**config.mk**
```make
export PLATFORM = sky130hd
export DESIGN_NAME = dhbp_host_port
export DESIGN_NICKNAME = d
export VERILOG_FILES = /design/src/dhbp_pkg.sv /design/src/dhbp_host_port.sv
export VERILOG_INCLUDE_DIRS = /design/src
export SDC_FILE = /design/constraint.sdc
export NUM_CORES = 1
export LEC_CHECK = 0
export ABC_AREA = 1
export BUFFER_PORTS_ARGS = -buffer_cell sky130_fd_sc_hd__buf_4
export CAP_MARGIN = 20
export CORE_MARGIN = 2
export CORE_UTILIZATION = 56
export DETAILED_ROUTE_END_ITERATION = 16
export GPL_ROUTABILITY_DRIVEN = 0
export PLACE_DENSITY_LB_ADDON = 0.1
export SYNTH_ARGS = -nofsm -noshare
export SYNTH_HDL_FRONTEND = slang
export SYNTH_SLANG_ARGS = --single-unit
```
**constraint.sdc**
```tcl
create_clock -name ref_clk -period 2 [get_ports ref_clk]
set_input_delay 0.1 -clock ref_clk [delete_from_list [all_inputs] [get_ports ref_clk]]
set_output_delay 0.1 -clock ref_clk [all_outputs]
set_load 0.03 [all_outputs]
```
**src/dhbp_consts.svh**
```systemverilog
`ifndef DHBP_CONSTS_SVH
`define DHBP_CONSTS_SVH
`define DHBP_REG_W     16
`define DHBP_BYTE_W    8
`define DHBP_HI_MSB    15
`define DHBP_HI_LSB    8
`define DHBP_LO_MSB    7
`define DHBP_LO_LSB    0
`define DHBP_SEL_STAT  1'h1
`define DHBP_SEL_DATA  1'h0
`define DHBP_BYTE_HI   1'h1
`define DHBP_ST_OUTF   0
`define DHBP_ST_INF    1
`endif

```
**src/dhbp_pkg.sv**
```systemverilog
package dhbp_pkg;
	typedef struct packed {
		logic register_select_line;
		logic byte_select_line;
		logic port_chip_select_n;
		logic port_read_strobe_n;
		logic port_write_strobe_n;
	} dhbp_ctl_type;
	typedef enum logic [1:0] {DHBP_IDLE, DHBP_READ, DHBP_WRITE} dhbp_state_type;
endpackage

```
**src/dhbp_host_port.sv**
```systemverilog
`timescale 1ns/1ps
`include "dhbp_consts.svh"
// How it works
// - select high reaches the status register
// - select low read returns outbound data
// - select low write captures inbound data
// - byte select high moves bits 15..8
// - byte select low moves bits 7..0
// - data lines driven only during reads
module dhbp_host_port
	import dhbp_pkg::*;
(
	input  wire logic        ref_clk,
	input  wire logic        rst_n,
	input  wire dhbp_ctl_type ctl_pin,
	input  wire logic [7:0]  port_data_lines_in,
	output logic      [7:0]  port_data_lines_out,
	output logic             port_data_lines_oe,
	output logic             read_enable_indication_r,
	output logic             write_enable_indication_r,
	input  wire logic [15:0] core_outbound_data,
	input  wire logic        core_outbound_load,
	input  wire logic        core_inbound_take,
	output logic      [15:0] host_inbound_data_r,
	output logic             inbound_valid_r
);
	dhbp_ctl_type ctl_s1_r, ctl_s2_r;
	dhbp_state_type state_r;
	logic [15:0] host_outbound_data_r;
	logic        outbound_full_r;
	logic [15:0] host_port_status;
	logic        rd_act, wr_act;

	// pins are asynchronous to ref_clk
	always_ff @(posedge ref_clk or negedge rst_n) begin
		if (!rst_n) begin
			ctl_s1_r <= 5'h1F;
			ctl_s2_r <= 5'h1F;
		end else begin
			ctl_s1_r <= ctl_pin;
			ctl_s2_r <= ctl_s1_r;
		end
	end

	// data pins take the same two-flop path as the strobes,
	// so data and strobe are seen together on one edge
	logic [7:0] din_s1_r, din_s2_r;
	always_ff @(posedge ref_clk or negedge rst_n) begin
		if (!rst_n) begin
			din_s1_r <= 8'h00;
			din_s2_r <= 8'h00;
		end else begin
			din_s1_r <= port_data_lines_in;
			din_s2_r <= din_s1_r;
		end
	end

	// read wins if host asserts both strobes
	assign rd_act = !ctl_s2_r.port_chip_select_n && !ctl_s2_r.port_read_strobe_n;
	assign wr_act = !ctl_s2_r.port_chip_select_n && !ctl_s2_r.port_write_strobe_n
		&& ctl_s2_r.port_read_strobe_n;

	// status layout: bit 0 outbound full, bit 1 inbound valid, rest zero
	always_comb begin
		host_port_status = 16'h0000;
		host_port_status[`DHBP_ST_OUTF] = outbound_full_r;
		host_port_status[`DHBP_ST_INF] = inbound_valid_r;
	end

	// one lane selector for status and outbound reads alike
	function automatic logic [7:0] pick_byte(input logic [15:0] w, input logic hi);
		pick_byte = (hi == `DHBP_BYTE_HI) ? w[`DHBP_HI_MSB:`DHBP_HI_LSB]
			: w[`DHBP_LO_MSB:`DHBP_LO_LSB];
	endfunction

	// one access per strobe: act on the entry edge only
	always_ff @(posedge ref_clk or negedge rst_n) begin
		if (!rst_n) begin
			state_r <= DHBP_IDLE;
		end else begin
			case (state_r)
				DHBP_IDLE: begin
					if (rd_act)
						state_r <= DHBP_READ;
					else if (wr_act)
						state_r <= DHBP_WRITE;
				end
				DHBP_READ: if (!rd_act) state_r <= DHBP_IDLE;
				DHBP_WRITE: if (!wr_act) state_r <= DHBP_IDLE;
				default: state_r <= DHBP_IDLE;
			endcase
		end
	end

	// out follows the selects every clock; only oe gates the pins
	// bus drive: data only while a read is under way
	always_ff @(posedge ref_clk or negedge rst_n) begin
		if (!rst_n) begin
			port_data_lines_out <= 8'h00;
			port_data_lines_oe  <= 1'b0;
		end else begin
			port_data_lines_oe <= rd_act;
			if (ctl_s2_r.register_select_line == `DHBP_SEL_STAT)
				port_data_lines_out <= pick_byte(host_port_status,
					ctl_s2_r.byte_select_line);
			else
				port_data_lines_out <= pick_byte(host_outbound_data_r,
					ctl_s2_r.byte_select_line);
		end
	end

	always_ff @(posedge ref_clk or negedge rst_n) begin
		if (!rst_n) begin
			host_inbound_data_r <= 16'h0000;
			inbound_valid_r     <= 1'b0;
		end else begin
			// low byte first: the high byte write marks the word complete
			if (state_r == DHBP_IDLE && wr_act
				&& ctl_s2_r.register_select_line == `DHBP_SEL_DATA) begin
				if (ctl_s2_r.byte_select_line == `DHBP_BYTE_HI) begin
					host_inbound_data_r[`DHBP_HI_MSB:`DHBP_HI_LSB] <= din_s2_r;
					inbound_valid_r <= 1'b1;
				end else begin
					host_inbound_data_r[`DHBP_LO_MSB:`DHBP_LO_LSB] <= din_s2_r;
				end
			end else if (core_inbound_take) begin
				inbound_valid_r <= 1'b0;
			end
		end
	end

	// high byte read completes the outbound word
	// a core load on the clearing edge wins: that word is new
	always_ff @(posedge ref_clk or negedge rst_n) begin
		if (!rst_n) begin
			host_outbound_data_r <= 16'h0000;
			outbound_full_r      <= 1'b0;
		end else if (core_outbound_load) begin
			host_outbound_data_r <= core_outbound_data;
			outbound_full_r      <= 1'b1;
		end else if (state_r == DHBP_IDLE && rd_act
			&& ctl_s2_r.register_select_line == `DHBP_SEL_DATA
			&& ctl_s2_r.byte_select_line == `DHBP_BYTE_HI) begin
			outbound_full_r <= 1'b0;
		end
	end

	always_ff @(posedge ref_clk or negedge rst_n) begin
		if (!rst_n) begin
			read_enable_indication_r  <= 1'b0;
			write_enable_indication_r <= 1'b1;
		end else begin
			// indications trail the flags by one clock; a polling host
			// may still see the old level right after its access
			read_enable_indication_r  <= outbound_full_r;
			write_enable_indication_r <= !inbound_valid_r;
		end
	end

	// host-visible bus checks
	a_drive_on_read: assert property (@(posedge ref_clk) disable iff (!rst_n)
		rd_act |=> port_data_lines_oe) else $error("read not driven");
	a_release_idle: assert property (@(posedge ref_clk) disable iff (!rst_n)
		!rd_act |=> !port_data_lines_oe) else $error("bus not released");
	a_status_lo: assert property (@(posedge ref_clk) disable iff (!rst_n)
		rd_act && ctl_s2_r.register_select_line && !ctl_s2_r.byte_select_line
		|=> port_data_lines_out == $past(host_port_status[7:0]))
		else $error("status low byte wrong");
	a_outbound_hi: assert property (@(posedge ref_clk) disable iff (!rst_n)
		rd_act && !ctl_s2_r.register_select_line && ctl_s2_r.byte_select_line
		&& !core_outbound_load |=> port_data_lines_out == host_outbound_data_r[15:8])
		else $error("outbound high byte wrong");
	a_outbound_lo: assert property (@(posedge ref_clk) disable iff (!rst_n)
		rd_act && !ctl_s2_r.register_select_line && !ctl_s2_r.byte_select_line
		&& !core_outbound_load |=> port_data_lines_out == host_outbound_data_r[7:0])
		else $error("outbound low byte wrong");
	a_inbound_hi: assert property (@(posedge ref_clk) disable iff (!rst_n)
		state_r == DHBP_IDLE && wr_act && !ctl_s2_r.register_select_line
		&& ctl_s2_r.byte_select_line |=> host_inbound_data_r[15:8] == $past(din_s2_r)
		&& inbound_valid_r) else $error("inbound high byte lost");
	a_inbound_lo: assert property (@(posedge ref_clk) disable iff (!rst_n)
		state_r == DHBP_IDLE && wr_act && !ctl_s2_r.register_select_line
		&& !ctl_s2_r.byte_select_line |=> host_inbound_data_r[7:0] == $past(din_s2_r))
		else $error("inbound low byte lost");
	a_status_no_write: assert property (@(posedge ref_clk) disable iff (!rst_n)
		wr_act && ctl_s2_r.register_select_line && !core_inbound_take
		|=> $stable(host_inbound_data_r)) else $error("status write leaked");

	// lanes, deselect and the core-side flag handshakes
	a_status_hi: assert property (@(posedge ref_clk) disable iff (!rst_n)
		rd_act && ctl_s2_r.register_select_line && ctl_s2_r.byte_select_line
		|=> port_data_lines_out == $past(host_port_status[15:8]))
		else $error("status high byte wrong");
	a_deselect_no_write: assert property (@(posedge ref_clk) disable iff (!rst_n)
		ctl_s2_r.port_chip_select_n |=> $stable(host_inbound_data_r))
		else $error("write without chip select");
	a_outbound_clear: assert property (@(posedge ref_clk) disable iff (!rst_n)
		state_r == DHBP_IDLE && rd_act && !ctl_s2_r.register_select_line
		&& ctl_s2_r.byte_select_line && !core_outbound_load |=> !outbound_full_r)
		else $error("outbound full not cleared");
	a_low_read_keep: assert property (@(posedge ref_clk) disable iff (!rst_n)
		state_r == DHBP_IDLE && rd_act && !ctl_s2_r.register_select_line
		&& !ctl_s2_r.byte_select_line && !core_outbound_load |=> $stable(outbound_full_r))
		else $error("low byte read cleared full");
	a_low_write_keep: assert property (@(posedge ref_clk) disable iff (!rst_n)
		state_r == DHBP_IDLE && wr_act && !ctl_s2_r.register_select_line
		&& !ctl_s2_r.byte_select_line && !core_inbound_take |=> $stable(inbound_valid_r))
		else $error("low byte write set valid");
	a_write_once: assert property (@(posedge ref_clk) disable iff (!rst_n)
		state_r == DHBP_WRITE |=> $stable(host_inbound_data_r))
		else $error("second capture in one strobe");
	a_take_clears: assert property (@(posedge ref_clk) disable iff (!rst_n)
		core_inbound_take && !(state_r == DHBP_IDLE && wr_act
		&& !ctl_s2_r.register_select_line && ctl_s2_r.byte_select_line)
		|=> !inbound_valid_r)
		else $error("inbound valid not cleared");
	a_load_sets: assert property (@(posedge ref_clk) disable iff (!rst_n)
		core_outbound_load |=> outbound_full_r
		&& host_outbound_data_r == $past(core_outbound_data))
		else $error("outbound load lost");
	a_deselect_release: assert property (@(posedge ref_clk) disable iff (!rst_n)
		ctl_s2_r.port_chip_select_n |=> !port_data_lines_oe)
		else $error("bus driven while deselected");
endmodule

```
# --- Word level (Yosys, flattened, before mapping) ---
# Index checks and enable logic that the tools add are counted.
# W data, S select, Z words.
totals:
  in_bits: 33
  ff_bits: 73
  word_cells: 62
classes:
  eq_ne: 6
  muxes: 13
  bitwise_logic: 2
  n_reduce_logical: 19
op_table:
  columns: ["op", "count"]
  rows:
  - ["$mux W8", 2]
  - ["$mux W2", 5]
  - ["$logic_and A1 B1 Y1", 8]
  - ["$ne A2 B2 Y1 const B", 3]
  - ["$pmux W2 S3", 1]
  - ["$reduce_and A2 Y1", 3]
  - ["$mux W1", 5]
  - ["$logic_not A1 Y1", 4]
  - ["$reduce_bool A2 Y1", 2]
  - ["$ne A3 B3 Y1 const B", 1]
  - ["$reduce_and A3 Y1", 1]
  - ["$eq A2 B1 Y1 const B", 1]
  - ["$eq A2 B2 Y1 const B", 1]
  - ["$logic_not A2 Y1", 1]
  - ["$not A1 Y1", 2]

# --- Depth between registers and ports, before layout ---
depth:
  word_depth: 7
  mapped_depth: 6
  ltp_nobuf: 6

# --- Worst setup path after synthesis ---
# Ideal clock, no wire load.
synth_timing:
  path_kind: "register -> register"
  start: "register ctl_s2_r[3] (netlist bit)"
  end: "register port_data_lines_out[1]"
  setup_slack_ns: 0.833
  period_less_slack_ns: 1.167
  path_buffers: 2
  required_ns: 1.873
  arrival_time_ns: 1.040
  stages_incl_launch_ff: 6
  cell_sequence: "dfstp_2 -> buf_2 -> inv_1 -> buf_4 -> nand3_1 -> o21ai_0"
synth_via:
  elab_chain_len: 2
  word_cells_on_any_way: 3
  classes_between: "mux: 3"
synth_lines:
  columns: ["item", "line_no", "source"]
  rows:
  - ["from (decl)", "dhbp_host_port.sv:27", "dhbp_ctl_type ctl_s1_r, ctl_s2_r;"]
  - ["from (signal assigned)", "dhbp_host_port.sv:41", "ctl_s2_r <= ctl_s1_r;"]
  - ["$mux W8 / $mux W2 (equally long branches)", "dhbp_host_port.sv:72", "pick_byte = (hi == `DHBP_BYTE_HI) ? w[`DHBP_HI_MSB:`DHBP_HI_LSB]"]
  - ["$mux W8 (*)", "dhbp_host_port.sv:103", "if (ctl_s2_r.register_select_line == `DHBP_SEL_STAT)"]
  - ["to (signal assigned)", "dhbp_host_port.sv:104", "port_data_lines_out <= pick_byte(host_port_status,"]
  - ["to (signal assigned)", "dhbp_host_port.sv:107", "port_data_lines_out <= pick_byte(host_outbound_data_r,"]
  - ["to (decl)", "dhbp_host_port.sv:17", "output logic [7:0] port_data_lines_out,"]
# Every way passes the cells marked *; elsewhere a longest branch is shown, timed or not.
# A chain may end at the register's enable or synchronous reset.

# --- Worst setup path in the final report ---
layout_timing:
  start: "register ctl_s2_r[4] (netlist bit)"
  end: "register host_inbound_data_r[4]"
layout_via:
  elab_chain_len: 3
layout_lines:
  columns: ["item", "line_no", "source"]
  rows:
  - ["$not A1 Y1 (no source line)", null, null]
  - ["$logic_and A1 B1 Y1 (no source line)", null, null]
  - ["$reduce_and A2 Y1 (no source line)", null, null]
  - ["to (signal, indexed assignment)", "dhbp_host_port.sv:121", "host_inbound_data_r[`DHBP_HI_MSB:`DHBP_HI_LSB] <= din_s2_r;"]
  - ["to (signal, indexed assignment)", "dhbp_host_port.sv:124", "host_inbound_data_r[`DHBP_LO_MSB:`DHBP_LO_LSB] <= din_s2_r;"]
  - ["to (decl)", "dhbp_host_port.sv:24", "output logic [15:0] host_inbound_data_r,"]
# Every way passes these cells.

==> results.toml <==
[status]
status = "finished, final reports clean"

[routing]
vias = 1886
post_drt_wl_per_cell_um = 13.7
postRouteAntennaNets = 0
drt_wl_total_um = 5140
routed_via_density = 5.03
drc = 0
firstDrtPassIters = 4
drtIter0Drc = 157

[grt]
grt_pass1_wl_um = 9020
track_usage = 0.237
grt_max_degree = 74
grt_pass1_vias = 1887
grt_remaining_overflow = 0
antenna_found_initial = 0

[synth]
synth.net_count = 258
ys_warn_count = 0
post-synth-top-area-fraction = 0.597
syn_inst = 225
ys_types = 20
yosysTopAreaCell = "dfrtp_1"
synthTopCellsByArea = "dfrtp_1 60%, dfstp_2 11%, nand2_1 11%"
synthFlopType = "dfrtp_1"
avgSynthCellArea_um2 = 11.5
synth-seq-cells = 73
synth_area_um2 = 2600
async_flop_share = 1.00
synth_edf_count = 0
ys_seq_area_frac = 0.708

[sta]
fin_crit_ps = 1330
max_freq_mhz = 754
rsz0062_at_grt = "false"
max_slew_margin = 0.434
slew_viol_final = 0
final-hold-violation-count = 0
tightest_slew_ps = 849
setup_tns_ps = 0
period_share = 0.663
skew_ps = 11.8
setup_viol_count_final = 0

[cts]
htreeDepth = 3
cts_setup_buffers = 0
tritoncts = "built"
cts.sinks = 73
root_buffer = "clkbuf_8"
cts_buffers = 9
clk_pin_slew_worst_paths_ps = 80
clockBufferDepth = 2
clkLatencyLatePin_ps = 360

[power]
leakage_nw = 1.80
vdd_drop_max_mv = 0.828
pwr_density_cell_nw_per_um2 = 975

[worst_setup_path]
crit_top_cell = "nand2_1"
crit_required_ps = 2250
end_kind = "flip-flop"
reg2reg_depth = 4
start_kind = "flip-flop"
max_stage_delay_ps = 410
critPathMaxFanout = 20
crit_slowest_cell = "dfstp_2"
crit_arrival_ps = 1580
cp_cell_sequence = "nor2_4, nand4_4, nand2_1, nand2_1"
critPathKind = "flip-flop to flip-flop"

[floorplan]
die_area_um2 = 5200
start_util = 0.589
core_um2 = 4410
chipHeight_um = 72.1
rows = 24
die_w_um = 72.1
ios = 61

[layout]
synthToLayoutAreaGrowth_pct = 36.6
fillers = 288
final_core_util = 0.804
stdcell_count = 375
diodes = 0
nets = 351
drive_gt1_frac = 0.297

[place]
dp.cells = 328
io_buffer_count = 60
dp_hpwl_um = 3010

[worst_hold_path]
hold_path.class = "input pin to flip-flop"
hold-path-cell-count = 3

[flow_run]
drv_cap = 0
-- flip-flops by register name, summed over array words and instances, names as in the netlist, 2 cells and up --
name                  cells
din_s1_r                  8
port_data_lines_out       8
din_s2_r                  8
state_r                   2
host_outbound_data_r     16
ctl_s1_r                  5
host_inbound_data_r      16
ctl_s2_r                  5
-- metal layers --
layer,up-vias,track usage,share of wire
met1,897,0.328,0.45
met2,63,0.345,0.47
met3,12,0.0917,0.061
met4,0,0.0881,0.020
li1,914,-,-
met5,-,0,0
-- timing repair --
action / CTS / global route
endpoints found under the hold margin: 92 / 0
gates resized for setup: 0 / 0
hold buffers: 31 / 0
-- cell type report --
| class | instances | area (um^2) | area share |
|---|---|---|---|
| Sequential cell | 73 | 1840 | 0.518 |
| Clock buffer | 9 | 124 | 0.0349 |
| Inverter | 13 | 48.8 | 0.0137 |
| Tap cell | 52 | 65.1 | 0.0183 |
| Clock inverter | 7 | 76.3 | 0.0215 |
| Multi-Input combinational cell | 129 | 628 | 0.177 |
| Timing Repair Buffer | 92 | 768 | 0.216 |
-- cells in the mapped netlist, types with 3 or more instances --
library cell / instances
inv_1: 12
dfrtp_1: 62
dfstp_2: 11
nand2_1: 76
buf_8: 3
clkbuf_1: 3
nand4_1: 17
o21ai_0: 15
nor2_1: 5
nand3_1: 3
a21oi_1: 5
-- power breakdown --
| group | total, W | switching [W] | leakage, nW | internal (W) |
|---|---|---|---|---|
| registers | 0.00171 | 0.0000822 | 0.876 | 0.00163 |
| logic | 0.000607 | 0.000364 | 0.825 | 0.000243 |
| clock network | 0.00114 | 0.000561 | 0.0962 | 0.000583 |
-- placed cells by master (no fill, tap or decap), types with 2 or more instances in the layout --
| cell | synthesis | layout |
|---|---|---|
| nand2_1 | 76 | 76 |
| dfrtp_1 | 62 | 62 |
| buf_4 | 2 | 61 |
| dlygate4sd3_1 | 0 | 31 |
| nand4_1 | 17 | 17 |
| o21ai_0 | 15 | 15 |
| inv_1 | 12 | 12 |
| dfstp_2 | 11 | 11 |
| clkbuf_8 | 0 | 9 |
| a21oi_1 | 5 | 5 |
| nor2_1 | 5 | 5 |
| nand3_1 | 3 | 3 |
| nor2_4 | 2 | 2 |
| nand4_4 | 2 | 2 |
| clkinvlp_4 | 0 | 2 |
| inv_6 | 0 | 2 |
-- path summary, 6_finish.rpt --
path / start / end / slack [ps]
setup / recovery: ctl_s2_r[4]$_DFF_PN1_ / host_inbound_data_r[4]$_DFFE_PN0P_ / 670
hold / removal: core_outbound_load / host_outbound_data_r[9]$_DFFE_PN0P_ / 80
hold reg to reg: din_s1_r[7]$_DFF_PN0_ / din_s2_r[7]$_DFF_PN0_ / 340
min in group asynchronous: rst_n / host_outbound_data_r[7]$_DFFE_PN0P_ / 410
max in group asynchronous: rst_n / din_s1_r[0]$_DFF_PN0_ / 1060
setup reg to reg: ctl_s2_r[4]$_DFF_PN1_ / host_inbound_data_r[4]$_DFFE_PN0P_ / 670
-- worst max-delay path: cells and delay by family (launching register included) --
| family | cells | cell delay, ps |
|---|---|---|
| simple gates | 4 | 800 |
| flops | 1 | 410 |
-- stage by stage --
step / area, um^2 / total power, W / setup WS, ps / hold slack, ps
after CTS: 3550 / 0.00349 / 666 / 64.9
after global routing: 3550 / 0.00364 / 542 / 93.6
after detailed placement: 3040 / 0.00229 / 685 / 210
after global placement: 3040 / 0.00228 / 714 / 208
after floorplan: 2600 / 0.00204 / 833 / -196
final: 3550 / 0.00346 / 674 / 84.8
-- kinds of logic (layout without fill, tap and decap cells) --
| kind of cell | count (synthesis) | in the layout | synth area share |
|---|---|---|---|
| AOI/OAI and AO/OA | 20 | 20 | 0.0385 |
| buffers and inverters | 23 | 121 | 0.0501 |
| DFF | 73 | 73 | 0.708 |
| and+or+nand+nor | 109 | 109 | 0.203 |
Note: power is estimated with default switching activity, not from simulation.
